## src/tmb_defs.svh

```systemverilog
`ifndef TMB_DEFS_SVH
`define TMB_DEFS_SVH
// ----------------------------------------
// byte register offsets (apb byte addresses)
// ----------------------------------------
`define TMB_OFF_CTRL_A 12'h000
`define TMB_OFF_CTRL_B 12'h004
`define TMB_OFF_CTRL_C 12'h008
`define TMB_OFF_CNT_LO 12'h00c
`define TMB_OFF_CNT_HI 12'h010
`define TMB_OFF_CMPA_LO 12'h014
`define TMB_OFF_CMPA_HI 12'h018
`define TMB_OFF_CMPB_LO 12'h01c
`define TMB_OFF_CMPB_HI 12'h020
`define TMB_OFF_CMPC_LO 12'h024
`define TMB_OFF_CMPC_HI 12'h028
`define TMB_OFF_CAP_LO 12'h02c
`define TMB_OFF_CAP_HI 12'h030
`define TMB_OFF_FLAG 12'h034
`define TMB_OFF_MASK 12'h038
// ----------------------------------------
// field positions
// ----------------------------------------
`define TMB_WGM_LO_MSB 1
`define TMB_WGM_LO_LSB 0
`define TMB_WGM_MSB_BIT 4
`define TMB_WGM_B2_BIT 3
`define TMB_CS_MSB 2
`define TMB_CS_LSB 0
`define TMB_CAP_EDGE_BIT 6
`define TMB_CAP_FILT_BIT 7
`define TMB_CAP_SRC_BIT 5
`define TMB_FOC_A_BIT 7
`define TMB_FOC_B_BIT 6
`define TMB_FOC_C_BIT 5
`define TMB_FLG_OVF 0
`define TMB_FLG_CMPA 1
`define TMB_FLG_CMPB 2
`define TMB_FLG_CMPC 3
`define TMB_FLG_CAP 4
// ----------------------------------------
// reset values and limits
// ----------------------------------------
`define TMB_RST_BYTE 8'h00
`define TMB_RST_WORD 16'h0000
`define TMB_BOTTOM 16'h0000
`define TMB_MAX 16'hffff
`define TMB_TOP_8 16'h00ff
`define TMB_TOP_9 16'h01ff
`define TMB_TOP_10 16'h03ff
`define TMB_FILT_LEN 4
`endif

```

## src/tmb_pkg.sv

```systemverilog
`default_nettype none
package tmb_pkg;
  typedef enum logic [2:0] {
    tmb_cs_stop = 3'h0,
    tmb_cs_div1 = 3'h1,
    tmb_cs_div8 = 3'h2,
    tmb_cs_div64 = 3'h3,
    tmb_cs_div256 = 3'h4,
    tmb_cs_div1024 = 3'h5,
    tmb_cs_ext_fall = 3'h6,
    tmb_cs_ext_rise = 3'h7
  } tmb_clk_sel_type;
  typedef enum logic [1:0] {
    tmb_top_fixed_max = 2'h0,
    tmb_top_fixed = 2'h1,
    tmb_top_cmpa = 2'h2,
    tmb_top_capture = 2'h3
  } tmb_top_src_type;
endpackage
`default_nettype wire

```

## src/tmb_edge_sync.sv

```systemverilog
`default_nettype none
`include "tmb_defs.svh"
// two-flop synchroniser, optional noise filter and edge detector for one pin
module tmb_edge_sync (
  input wire logic clk_sys,
  input wire logic rst,
  input wire logic pin_in,
  input wire logic filter_en,
  output logic rise,
  output logic fall
);
  logic sync_a;
  logic sync_b;
  logic [`TMB_FILT_LEN-1:0] hist;
  logic filt;
  logic prev;
  logic level;
  // ----------------------------------------
  // synchroniser
  // ----------------------------------------
  always_ff @(posedge clk_sys) begin
    if (rst) begin
      sync_a <= 1'b0;
      sync_b <= 1'b0;
    end else begin
      sync_a <= pin_in;
      sync_b <= sync_a;
    end
  end
  // filter accepts a level only after it held for several samples
  always_ff @(posedge clk_sys) begin
    if (rst) begin
      hist <= '0;
      filt <= 1'b0;
    end else begin
      hist <= {hist[`TMB_FILT_LEN-2:0], sync_b};
      if (&hist) begin
        filt <= 1'b1;
      end else if (~|hist) begin
        filt <= 1'b0;
      end
    end
  end
  assign level = filter_en ? filt : sync_b;
  // edge detector, compare against previous chosen level
  always_ff @(posedge clk_sys) begin
    if (rst) begin
      prev <= 1'b0;
    end else begin
      prev <= level;
    end
  end
  assign rise = level & ~prev;
  assign fall = ~level & prev;
endmodule
`default_nettype wire

```

## src/tmb_timer.sv

```systemverilog
`default_nettype none
`include "tmb_defs.svh"
//
// Contract
// RULE1 - counter, compares and capture are 16 bits, reached as two byte accesses
// RULE2 - one shared 8-bit high-byte holding register for all wide registers
// RULE3 - low-byte write loads holding byte and written byte together
// RULE4 - low-byte read copies upper byte into holding register same cycle
// RULE5 - compare reads return both bytes directly, holding register untouched
// RULE6 - software writes high byte first, reads low byte first
// RULE7 - software blocks interrupts around two-byte accesses
// RULE8 - three 8-bit control registers freely readable and writable; control c always reads back zero here
// RULE9 - every request shows as flag, each gated by own mask bit
// RULE10 - clock select picks prescaled or external edge; none keeps counter idle
// RULE11 - buffered compares matched continuously, setting flag and driving output
// RULE12 - bottom signalled when counter becomes zero
// RULE13 - max signalled when counter becomes all ones
// RULE14 - top is fixed 0x00ff/0x01ff/0x03ff, compare a, or capture by mode
// RULE15 - compare a as top gives no pwm output on a and is buffered; not in mode 4, where pin a toggles and it is unbuffered
// RULE16 - pin or comparator edge latches counter into capture, optional filter
// RULE17 - control c holds force strobes, control b holds mode msb
// RULE18 - clock select zero stops counter, still accessible
// RULE19 - capture flag set in same cycle as capture
// RULE20 - counter advances at most once per cycle on tick enable
module tmb_timer
  import tmb_pkg::*;
(
  input wire logic clk_sys,
  input wire logic rst,
  input wire logic psel,
  input wire logic penable,
  input wire logic pwrite,
  input wire logic [11:0] paddr,
  input wire logic [31:0] pwdata,
  output logic [31:0] prdata,
  output logic pready,
  output logic pslverr,
  input wire logic external_count_pin,
  input wire logic capture_input_pin,
  input wire logic comparator_in,
  output logic [2:0] compare_output_pins,
  output logic bottom_reached,
  output logic max_reached,
  output logic top_reached,
  output logic [4:0] irq_pending
);
  logic [7:0] timer_control_a;
  logic [7:0] timer_control_b;
  logic [7:0] timer_control_c;
  logic [7:0] hold_hi;
  logic [15:0] count_value;
  logic [15:0] compare_value [3];
  logic [15:0] compare_buf [3];
  logic [15:0] capture_value;
  logic [4:0] timer_flag_reg;
  logic [4:0] timer_mask_reg;
  logic [9:0] prescale;
  logic tick_p1, tick_p8, tick_p64, tick_p256, tick_p1024;
  logic timer_tick_enable;
  logic ext_rise, ext_fall, cap_rise, cap_fall;
  logic capture_event;
  logic [3:0] waveform_mode_field;
  logic [15:0] top_value;
  logic [2:0] match;
  logic top_hit;
  logic acc, wr, rd;
  logic [7:0] wbyte;
  logic cap_pin_sel;
  tmb_clk_sel_type clock_select_field;
  tmb_top_src_type top_src;
  assign acc = psel & penable;
  assign wr = acc & pwrite;
  assign rd = acc & ~pwrite;
  assign wbyte = pwdata[7:0];
  assign clock_select_field = tmb_clk_sel_type'(timer_control_b[`TMB_CS_MSB:`TMB_CS_LSB]);
  // see RULE17
  assign waveform_mode_field = {timer_control_b[`TMB_WGM_MSB_BIT],
    timer_control_b[`TMB_WGM_B2_BIT], timer_control_a[`TMB_WGM_LO_MSB:`TMB_WGM_LO_LSB]};
  assign cap_pin_sel = timer_control_b[`TMB_CAP_SRC_BIT] ? comparator_in : capture_input_pin;
  // ----------------------------------------
  // pin edge detection
  // ----------------------------------------
  tmb_edge_sync u_ext (
    .clk_sys(clk_sys),
    .rst(rst),
    .pin_in(external_count_pin),
    .filter_en(1'b0),
    .rise(ext_rise),
    .fall(ext_fall)
  );
  tmb_edge_sync u_cap (
    .clk_sys(clk_sys),
    .rst(rst),
    .pin_in(cap_pin_sel),
    .filter_en(timer_control_b[`TMB_CAP_FILT_BIT]),
    .rise(cap_rise),
    .fall(cap_fall)
  );
  // switching capture source may itself look like an edge, as on the real part
  assign capture_event = timer_control_b[`TMB_CAP_EDGE_BIT] ? cap_rise : cap_fall; // see RULE16
  // ----------------------------------------
  // prescaler and clock select
  // ----------------------------------------
  // free running, so first prescaled tick after enable lands anywhere in a period
  always_ff @(posedge clk_sys) begin
    if (rst) begin
      prescale <= '0;
    end else begin
      prescale <= prescale + 10'h001;
    end
  end
  assign tick_p1 = 1'b1;
  assign tick_p8 = (prescale[2:0] == 3'h7);
  assign tick_p64 = (prescale[5:0] == 6'h3f);
  assign tick_p256 = (prescale[7:0] == 8'hff);
  assign tick_p1024 = (prescale == 10'h3ff);
  // source select; stop code leaves counter idle
  always_comb begin
    unique case (clock_select_field)
      tmb_cs_stop: timer_tick_enable = 1'b0; // see RULE18
      tmb_cs_div1: timer_tick_enable = tick_p1; // see RULE10
      tmb_cs_div8: timer_tick_enable = tick_p8;
      tmb_cs_div64: timer_tick_enable = tick_p64;
      tmb_cs_div256: timer_tick_enable = tick_p256;
      tmb_cs_div1024: timer_tick_enable = tick_p1024;
      tmb_cs_ext_fall: timer_tick_enable = ext_fall;
      tmb_cs_ext_rise: timer_tick_enable = ext_rise;
    endcase
  end
  // ----------------------------------------
  // top selection
  // ----------------------------------------
  function automatic tmb_top_src_type top_kind(input logic [3:0] mode);
    case (mode)
      4'h1, 4'h2, 4'h3, 4'h5, 4'h6, 4'h7: top_kind = tmb_top_fixed;
      4'h4, 4'h9, 4'hb, 4'hf: top_kind = tmb_top_cmpa;
      4'h8, 4'ha, 4'he, 4'hc: top_kind = tmb_top_capture;
      default: top_kind = tmb_top_fixed_max;
    endcase
  endfunction
  // pwm-style modes where compare a is top
  function automatic logic a_is_pwm_top(input logic [3:0] mode);
    a_is_pwm_top = (mode == 4'h9) || (mode == 4'hb) || (mode == 4'hf);
  endfunction
  assign top_src = top_kind(waveform_mode_field);
  always_comb begin
    unique case (top_src)
      tmb_top_fixed_max: top_value = `TMB_MAX;
      tmb_top_fixed: begin
        unique case (waveform_mode_field[1:0])
          2'h1: top_value = `TMB_TOP_8; // see RULE14
          2'h2: top_value = `TMB_TOP_9;
          default: top_value = `TMB_TOP_10;
        endcase
      end
      tmb_top_cmpa: top_value = compare_value[0];
      tmb_top_capture: top_value = capture_value;
    endcase
  end
  assign top_hit = (count_value == top_value);
  // ----------------------------------------
  // counter; a cpu write wins over counting
  // ----------------------------------------
  always_ff @(posedge clk_sys) begin
    if (rst) begin
      count_value <= `TMB_RST_WORD;
    end else if (wr && paddr == `TMB_OFF_CNT_LO) begin
      count_value <= {hold_hi, wbyte}; // see RULE3
    end else if (timer_tick_enable) begin
      count_value <= top_hit ? `TMB_BOTTOM : count_value + 16'h0001; // see RULE20
    end
  end
  // ----------------------------------------
  // shared high-byte holding register
  // ----------------------------------------
  // low-read copy at setup, the cycle prdata samples the low byte, so no carry splits them
  always_ff @(posedge clk_sys) begin
    if (rst) begin
      hold_hi <= `TMB_RST_BYTE;
    end else if (wr && (paddr == `TMB_OFF_CNT_HI || paddr == `TMB_OFF_CMPA_HI ||
        paddr == `TMB_OFF_CMPB_HI || paddr == `TMB_OFF_CMPC_HI ||
        paddr == `TMB_OFF_CAP_HI)) begin
      hold_hi <= wbyte; // see RULE2
    end else if (psel && !penable && !pwrite && paddr == `TMB_OFF_CNT_LO) begin
      hold_hi <= count_value[15:8]; // see RULE4
    end else if (psel && !penable && !pwrite && paddr == `TMB_OFF_CAP_LO) begin
      hold_hi <= capture_value[15:8];
    end
  end
  // ----------------------------------------
  // compare registers, buffered; updated at top only when compare a is pwm top (modes 9, b, f)
  // ----------------------------------------
  genvar gi;
  generate
    for (gi = 0; gi < 3; gi++) begin : g_cmp
      localparam logic [11:0] OFF_LO = `TMB_OFF_CMPA_LO + 12'(8 * gi);
      always_ff @(posedge clk_sys) begin
        if (rst) begin
          compare_buf[gi] <= `TMB_RST_WORD;
        end else if (wr && paddr == OFF_LO) begin
          compare_buf[gi] <= {hold_hi, wbyte}; // see RULE3
        end
      end
      // active value follows buffer at top in pwm modes, else at once
      always_ff @(posedge clk_sys) begin
        if (rst) begin
          compare_value[gi] <= `TMB_RST_WORD;
        end else if (!a_is_pwm_top(waveform_mode_field) || (timer_tick_enable && top_hit)) begin
          compare_value[gi] <= compare_buf[gi]; // see RULE15
        end
      end
      assign match[gi] = (count_value == compare_value[gi]); // see RULE11
    end
  endgenerate
  // ----------------------------------------
  // capture register; writable only when it is top
  // ----------------------------------------
  always_ff @(posedge clk_sys) begin
    if (rst) begin
      capture_value <= `TMB_RST_WORD;
    end else if (top_src == tmb_top_capture) begin
      if (wr && paddr == `TMB_OFF_CAP_LO) begin
        capture_value <= {hold_hi, wbyte};
      end
    end else if (capture_event) begin
      capture_value <= count_value; // see RULE16
    end
  end
  // ----------------------------------------
  // control registers, plain byte access
  // ----------------------------------------
  always_ff @(posedge clk_sys) begin
    if (rst) begin
      timer_control_a <= `TMB_RST_BYTE;
      timer_control_b <= `TMB_RST_BYTE;
      timer_control_c <= `TMB_RST_BYTE;
    end else begin
      timer_control_c <= `TMB_RST_BYTE; // force strobes last one cycle
      if (wr && paddr == `TMB_OFF_CTRL_A) timer_control_a <= wbyte; // see RULE8
      if (wr && paddr == `TMB_OFF_CTRL_B) timer_control_b <= wbyte;
      if (wr && paddr == `TMB_OFF_CTRL_C) timer_control_c <= wbyte; // see RULE17
    end
  end
  // ----------------------------------------
  // flags and mask; set wins over write-one clear
  // ----------------------------------------
  always_ff @(posedge clk_sys) begin
    if (rst) begin
      timer_flag_reg <= 5'h00;
    end else begin
      for (int i = 0; i < 5; i++) begin
        logic set;
        set = 1'b0;
        unique case (i)
          `TMB_FLG_OVF: set = timer_tick_enable && count_value == `TMB_MAX;
          `TMB_FLG_CAP: set = capture_event && top_src != tmb_top_capture; // see RULE19
          default: set = timer_tick_enable && match[i - 1]; // see RULE11
        endcase
        if (set) begin
          timer_flag_reg[i] <= 1'b1; // see RULE9
        end else if (wr && paddr == `TMB_OFF_FLAG && pwdata[i]) begin
          timer_flag_reg[i] <= 1'b0;
        end
      end
    end
  end
  always_ff @(posedge clk_sys) begin
    if (rst) begin
      timer_mask_reg <= 5'h00;
    end else if (wr && paddr == `TMB_OFF_MASK) begin
      timer_mask_reg <= pwdata[4:0];
    end
  end
  // ----------------------------------------
  // status and compare outputs
  // ----------------------------------------
  always_ff @(posedge clk_sys) begin
    if (rst) begin
      bottom_reached <= 1'b0;
      max_reached <= 1'b0;
      top_reached <= 1'b0;
      irq_pending <= 5'h00;
    end else begin
      bottom_reached <= (count_value == `TMB_BOTTOM); // see RULE12
      max_reached <= (count_value == `TMB_MAX); // see RULE13
      top_reached <= top_hit; // see RULE14
      irq_pending <= timer_flag_reg & timer_mask_reg; // see RULE9
    end
  end
  // toggle on match or force; channel a silent when it is pwm top
  always_ff @(posedge clk_sys) begin
    if (rst) begin
      compare_output_pins <= 3'h0;
    end else begin
      if (!a_is_pwm_top(waveform_mode_field) &&
          ((timer_tick_enable && match[0]) || timer_control_c[`TMB_FOC_A_BIT])) begin
        compare_output_pins[0] <= ~compare_output_pins[0]; // see RULE15
      end
      if ((timer_tick_enable && match[1]) || timer_control_c[`TMB_FOC_B_BIT]) begin
        compare_output_pins[1] <= ~compare_output_pins[1];
      end
      if ((timer_tick_enable && match[2]) || timer_control_c[`TMB_FOC_C_BIT]) begin
        compare_output_pins[2] <= ~compare_output_pins[2];
      end
    end
  end
  // ----------------------------------------
  // apb slave: zero wait, unmapped reads zero with error
  // ----------------------------------------
  always_ff @(posedge clk_sys) begin
    if (rst) begin
      prdata <= 32'h00000000;
      pready <= 1'b0;
      pslverr <= 1'b0;
    end else begin
      pready <= psel & ~penable;
      pslverr <= 1'b0;
      prdata <= 32'h00000000;
      if (psel & ~penable & ~pwrite) begin
        unique case (paddr)
          `TMB_OFF_CTRL_A: prdata <= {24'h000000, timer_control_a};
          `TMB_OFF_CTRL_B: prdata <= {24'h000000, timer_control_b};
          `TMB_OFF_CTRL_C: prdata <= 32'h00000000;
          `TMB_OFF_CNT_LO: prdata <= {24'h000000, count_value[7:0]}; // see RULE1
          `TMB_OFF_CNT_HI, `TMB_OFF_CAP_HI: prdata <= {24'h000000, hold_hi}; // see RULE4
          `TMB_OFF_CMPA_LO: prdata <= {24'h000000, compare_buf[0][7:0]}; // see RULE5
          `TMB_OFF_CMPA_HI: prdata <= {24'h000000, compare_buf[0][15:8]};
          `TMB_OFF_CMPB_LO: prdata <= {24'h000000, compare_buf[1][7:0]};
          `TMB_OFF_CMPB_HI: prdata <= {24'h000000, compare_buf[1][15:8]};
          `TMB_OFF_CMPC_LO: prdata <= {24'h000000, compare_buf[2][7:0]};
          `TMB_OFF_CMPC_HI: prdata <= {24'h000000, compare_buf[2][15:8]};
          `TMB_OFF_CAP_LO: prdata <= {24'h000000, capture_value[7:0]};
          `TMB_OFF_FLAG: prdata <= {27'h0000000, timer_flag_reg};
          `TMB_OFF_MASK: prdata <= {27'h0000000, timer_mask_reg};
          default: pslverr <= 1'b1;
        endcase
      end else if (psel & ~penable) begin
        pslverr <= !(paddr <= `TMB_OFF_MASK && paddr[1:0] == 2'h0);
      end
    end
  end
endmodule
`default_nettype wire
```

## config.mk

```make
export PLATFORM = sky130hd
export DESIGN_NAME = tmb_timer
export DESIGN_NICKNAME = d
export VERILOG_FILES = /design/src/tmb_pkg.sv /design/src/tmb_edge_sync.sv /design/src/tmb_timer.sv
export VERILOG_INCLUDE_DIRS = /design/src
export SDC_FILE = /design/constraint.sdc
export NUM_CORES = 1
export LEC_CHECK = 0
export ABC_AREA = 1
export BUFFER_PORTS_ARGS = -buffer_cell sky130_fd_sc_hd__buf_2
export CORE_UTILIZATION = 50
export DETAILED_ROUTE_END_ITERATION = 7
export GPL_ROUTABILITY_DRIVEN = 1
export PLACE_DENSITY = 0.74
export SYNTH_ARGS = -nofsm -noshare
export SYNTH_HDL_FRONTEND = slang
export SYNTH_HIERARCHICAL = 1
export SYNTH_SLANG_ARGS = --single-unit
```

## constraint.sdc

```tcl
create_clock -name clk_sys -period 3.8 [get_ports clk_sys]
set_input_delay 0.57 -clock clk_sys [delete_from_list [all_inputs] [get_ports clk_sys]]
set_output_delay 0.57 -clock clk_sys [all_outputs]
set_load 0.1 [all_outputs]
```

# Word level (Yosys, flattened, before mapping)
# Memory sizes are Yosys's and may differ from the RTL's.
# Cells that the tools add are included.
totals:
  register_bits: 140
  latchBits: 0
  ramBits: 96
  rom_bits: 32
  input_bits: 52
  output_inout_bits: 45
  elab_cells: 222
  mem_count: 3
mem_list:
  columns: ["memory", "depth", "width", "rd", "rd_ports_with_merged_regs", "wr", "line", "text"]
  rows:
  - ["compare_buf", 3, 16, 3, 0, 3, "tmb_timer.sv:53", "logic [15:0] compare_buf [3];"]
  - ["compare_value", 3, 16, 3, 0, 3, "tmb_timer.sv:52", "logic [15:0] compare_value [3];"]
  - ["(name not given)", 16, 2, 1, 0, 0, "tmb_timer.sv:134", "case (mode)"]
op_classes:
  n_addsub: 2
  multipliers: 0
  n_div: 0
  magnitude_cmp: 1
  n_eq_ne: 41
  n_shift: 0
  mux: 56
  bitwise_logic: 26
  n_reduce_logical: 62
ops:
  columns: ["operator", "n"]
  rows:
  - ["2-to-1 mux 16 bit", 12]
  - ["case mux 8 bit (13 select lines)", 1]
  - ["equality test 12 x 6 -> 1 bit, second input constant", 7]
  - ["equality test 16 bit", 4]
  - ["case mux 16 bit (4 select lines)", 1]
  - ["equality test 12 x 5 -> 1 bit, second input constant", 4]
  - ["2-to-1 mux 1 bit", 37]
  - ["logical AND 1 bit", 28]
  - ["equality test 12 x 4 -> 1 bit, second input constant", 2]
  - ["2-to-1 mux 8 bit", 3]
  - ["case mux 10 bit (2 select lines)", 1]
  - ["adder 16 x 1 -> 16 bit, second input constant", 1]
  - ["equality test 16 bit, second input constant", 1]
  - ["zero test 16 bit", 1]
  - ["equality test 3 bit, second input constant", 5]
  - ["OR reduction 15 bit", 1]
  - ["nonzero test 2 bit", 7]
  - ["equality test 12 x 3 -> 1 bit, second input constant", 1]
  - ["equality test 4 bit, second input constant", 3]
  - ["less-or-equal comparator 12 x 6 -> 1 bit, second input constant", 1]
  - ["zero test 12 bit", 1]
  - ["inverter 1 bit", 11]
  - ["adder 10 x 1 -> 10 bit, second input constant", 1]
  - ["equality test 10 bit, second input constant", 1]
  - ["other kinds (21)", 53]

# Logic depth before layout (Yosys ltp)
logic_depth:
  depth_word: 10
  ltp_mapped: 20
  depth_no_buf: 17

# By module
# The synthesis kept the hierarchy.
by_module_without_submodules:
  columns: ["module", "instances", "cells_per_inst", "area_per_inst_um2", "seq_area_each_um2"]
  rows:
  - ["tmb_timer", 1, 1347, 10391.2, 4884.7]
  - ["tmb_edge_sync", 2, 39, 294.0, 160.2]

# Worst setup path after synthesis
# OpenSTA, ideal clock, no wires.
synth_path:
  path_kind: "register -> register"
  startpoint: "reg timer_control_a[0]"
  endpoint: "mem compare_value[0][0], enable pin"
  setup_time_ps: 707
  arrival_time_ps: 2662
  required_ps: 3093
  setup_slack_ps: 431
  path_stages_with_launch: 16
  path_buffers: 1
  synth_period_minus_slack_ps: 3369
  path_cell_list: "dfxtp_1 -> inv_1 -> ha_1 -> nand2_2 -> nand2_2 -> nor2_4 -> buf_6 -> nand2_2 -> nand2_1 -> nand2_1 -> nand2_1 -> nor2_1 -> nand2_1 -> nor2_2 -> nand3_1 -> nand3_1"
synth_lines:
  columns: ["item", "line", "text"]
  rows:
  - ["from (decl)", "tmb_timer.sv:47", "logic [7:0] timer_control_a;"]
  - ["from (signal assigned)", "tmb_timer.sv:234", "timer_control_a <= `TMB_RST_BYTE;"]
  - ["from (signal assigned)", "tmb_timer.sv:239", "if (wr && paddr == `TMB_OFF_CTRL_A) timer_control_a <= wbyte;"]
  - ["to (decl)", "tmb_timer.sv:52", null]

==> reports/qor.yml <==
cts_tree: "built"
fin_skew_ns: 0.0126
cts_num_sinks: 212
fill_cells: 1974
grt_use_total_pct: 32.4
dr.pass1.iters: 6
dieHeight_um: 150
grt_pass1_wl_um: 53700
rsz0062_at_grt: "no"
syn_inst: 1425
die_area_um2: 22600
cts_setup_buffers: 0
setup_viol: 0
cts_buffers: 24
reg2reg_depth: 16
hold_end: "u_ext/sync_a$_SDFF_PP0_"
crit_slowest_cell: "dfxtp_1"
post-route-util_pct: 57.7
start_util_pct: 51.6
ctsResizeCount: 0
crit_path_start_kind: "register"
core_um2: 21300
worstReg2RegStart: "timer_control_a[0]$_SDFFE_PP0P_"
p_total_uw: 5180
cp_data_arrival_time_ns: 3.74
fin_nets: 1539
finalHoldViolCount: 0
endpoint_kind: "register"
ir_drop_mv: 0.301
antenna_cells: 0
reg2reg_slack_ns: 0.43
ys_types: 43
yosysSeqAreaShare_pct: 47.4
path_buf_inv: 2
max_stage_delay_ns: 0.46
clock_path_buffers: 3
drv_slew: 0
holdPathStages: 3
rows: 53
htree_levels: 1
cts-root-buf: "clkbuf_16"
synth-seq-cells: 212
path_max_fanout: 16
io_buffers: 48
grt_pass1_vias: 9039
grt_max_degree: 37
clk_pin_slew_ns: 0.06
seqCellArea_um2: 5200
cpMostUsedCell: "nand2_1"
synth_edf_count: 96
worst_pin_slew_ns: 0.758
timing.rr.end: "compare_value[2][13]$_SDFFCE_PN0P_"
crit_required_ns: 4.17
drc: 0
fin_crit_sh_pct: 88.6
cellPowerDensity_nw_per_um2: 422
first_iter_violations: 1255
worstPathCellList: "inv_1 -> ha_1 -> nand2_2 -> nand2_2 -> nor2_4 -> nand2_1 -> nand3_1 -> nand2_1 -> nor2_1 -> nand2_1 -> nor2_1 -> nand3_1 -> nand2_1 -> nand2_2 -> buf_4 -> nor2_1"
p_leak_uw: 0.00504
syn_area_um2: 11000
worstSetupPathType: "reg -> reg"
avgSynthCellArea_um2: 7.70
wire_per_inst_um: 20.2
io_pins: 97
antenna_found_initial: 0
slew_headroom_pct: 49.3
holdCritStartpoint: "external_count_pin"
drive_gt1_share_pct: 11.1
die_w_um: 150
multi_input_area_um2: 4660
cts_hold_buf: 0
holdWs_ns: 0.251
wl_um: 35800
max_freq_mhz: 297
hold_path_class: "in -> reg"
top_regs: "compare_buf: 48 flops, compare_value: 48 flops"
grt_overflow: 0
period_needed_ns: 3.37
critical_path.top_delay_family: "simple AND/OR/NAND/NOR gates"
synth_ff_type: "dfxtp_1"
yosysWarnings: 6
clk_latency_ns: 0.53
drtAntennaViolNets: 0
place_hpwl_um: 26200
gp_congestion: 0.990
syn_to_final_growth_pct: 11.9
status: "finished clean"
cp.depth: 16
via_per_inst: 5.56
vias: 9841
final.setup.tns_ns: 0
async_flop_share_pct: 0
max_cap_violations: 0
==> kinds of logic (layout without fill, tap and decap cells) <==
| group | count (synthesis) | in the layout | synth area share, % |
|---|---|---|---|
| flops | 212 | 212 | 47.4 |
| other cells | 1 | 28 | 0.0342 |
| fa+ha+maj | 9 | 9 | 1.03 |
| simple gates | 669 | 669 | 26.3 |
| compound gates | 203 | 203 | 10.4 |
| buf+inv | 285 | 329 | 11.1 |
| xor+xnor | 46 | 46 | 3.67 |
==> metal layers <==
metal  wire, um  global-route usage (%)  share of wire (%)  vias to the layer above
met5          0                       0                  0                        -
met4       1670                    13.8                4.7                        0
met3       3870                    6.12                 11                      106
met2      15900                    50.7                 45                      543
met1      14300                    43.6                 40                     4505
li1           -                       -                  -                     4687
==> where the power goes <==
group          internal [uW]  leakage [uW]  total, uW  switching [uW]
logic                   63.6       0.00266        336             272
clock network           1410      0.000401       2380             968
registers               2440       0.00198       2470            30.9
total                   3910       0.00504       5180            1270
==> worst register-to-register path: cells and delay by family (launching register included) <==
| family | cells | cell delay, ns |
|---|---|---|
| flops | 1 | 0.46 |
| simple gates | 13 | 2.06 |
| fa+ha+maj | 1 | 0.24 |
| buf+inv | 2 | 0.46 |
==> area by class of cell <==
type / instances / area share (%)
Multi-Input combinational cell: 955 / 37.9
Clock inverter: 7 / 0.418
Timing Repair Buffer: 76 / 3.77
Sequential cell: 212 / 42.4
Tap cell: 275 / 2.80
Inverter: 209 / 6.39
Clock buffer: 37 / 6.31
==> cells in the mapped netlist, types with 16 or more instances <==
| master | instances | area [um^2] |
|---|---|---|
| o21ai_0 | 69 | 345 |
| inv_1 | 199 | 747 |
| dfxtp_1 | 116 | 2320 |
| nand3_1 | 108 | 541 |
| xor2_1 | 16 | 140 |
| edfxtp_1 | 96 | 2880 |
| xnor2_1 | 30 | 263 |
| clkbuf_1 | 33 | 124 |
| buf_4 | 24 | 180 |
| o22ai_1 | 26 | 163 |
| nand4_1 | 22 | 138 |
| a21oi_1 | 60 | 300 |
| nor2_2 | 24 | 150 |
| nor3_1 | 20 | 100 |
| a31oi_1 | 21 | 131 |
| nor2_1 | 180 | 676 |
| nand2_1 | 286 | 1070 |
==> placed cells by master, fill, tap and decap left out, types with 21 or more instances in the layout <==
cell	Yosys	final
a31oi_1	21	21
nand3_1	108	107
o22ai_1	26	26
buf_2	12	48
inv_1	199	199
xnor2_1	30	30
nand2_1	286	286
a21oi_1	60	60
nand4_1	22	22
nor2_1	180	180
edfxtp_1	96	96
dfxtp_1	116	116
nor2_2	24	24
conb_1	1	28
o21ai_0	69	66
buf_4	24	27
clkbuf_16	0	28
==> how the worst max path moves through the flow <==
stage	end	start
final	compare_value[2][13]$_SDFFCE_PN0P_	timer_control_a[0]$_SDFFE_PP0P_
after global routing	compare_value[2][13]$_SDFFCE_PN0P_	timer_control_a[0]$_SDFFE_PP0P_
after CTS	compare_value[2][13]$_SDFFCE_PN0P_	timer_control_a[0]$_SDFFE_PP0P_
after detailed placement	compare_value[2][13]$_SDFFCE_PN0P_	timer_control_a[0]$_SDFFE_PP0P_
after global placement	compare_value[2][12]$_SDFFCE_PN0P_	timer_control_a[0]$_SDFFE_PP0P_
after floorplan	compare_value[0][0]$_SDFFCE_PN0P_	timer_control_a[0]$_SDFFE_PP0P_
==> stage by stage <==
stage | cells | area, um^2 | worst slack [ns]
after floorplan | 1452 | 11100 | 0.431
after global placement | 1727 | 11500 | 0.664
after detailed placement | 1727 | 11500 | 0.548
after CTS | 1771 | 12300 | 0.527
after global routing | 1771 | 12300 | 0.169
final | 1771 | 12300 | 0.434
(Power assumes the default switching activity.)
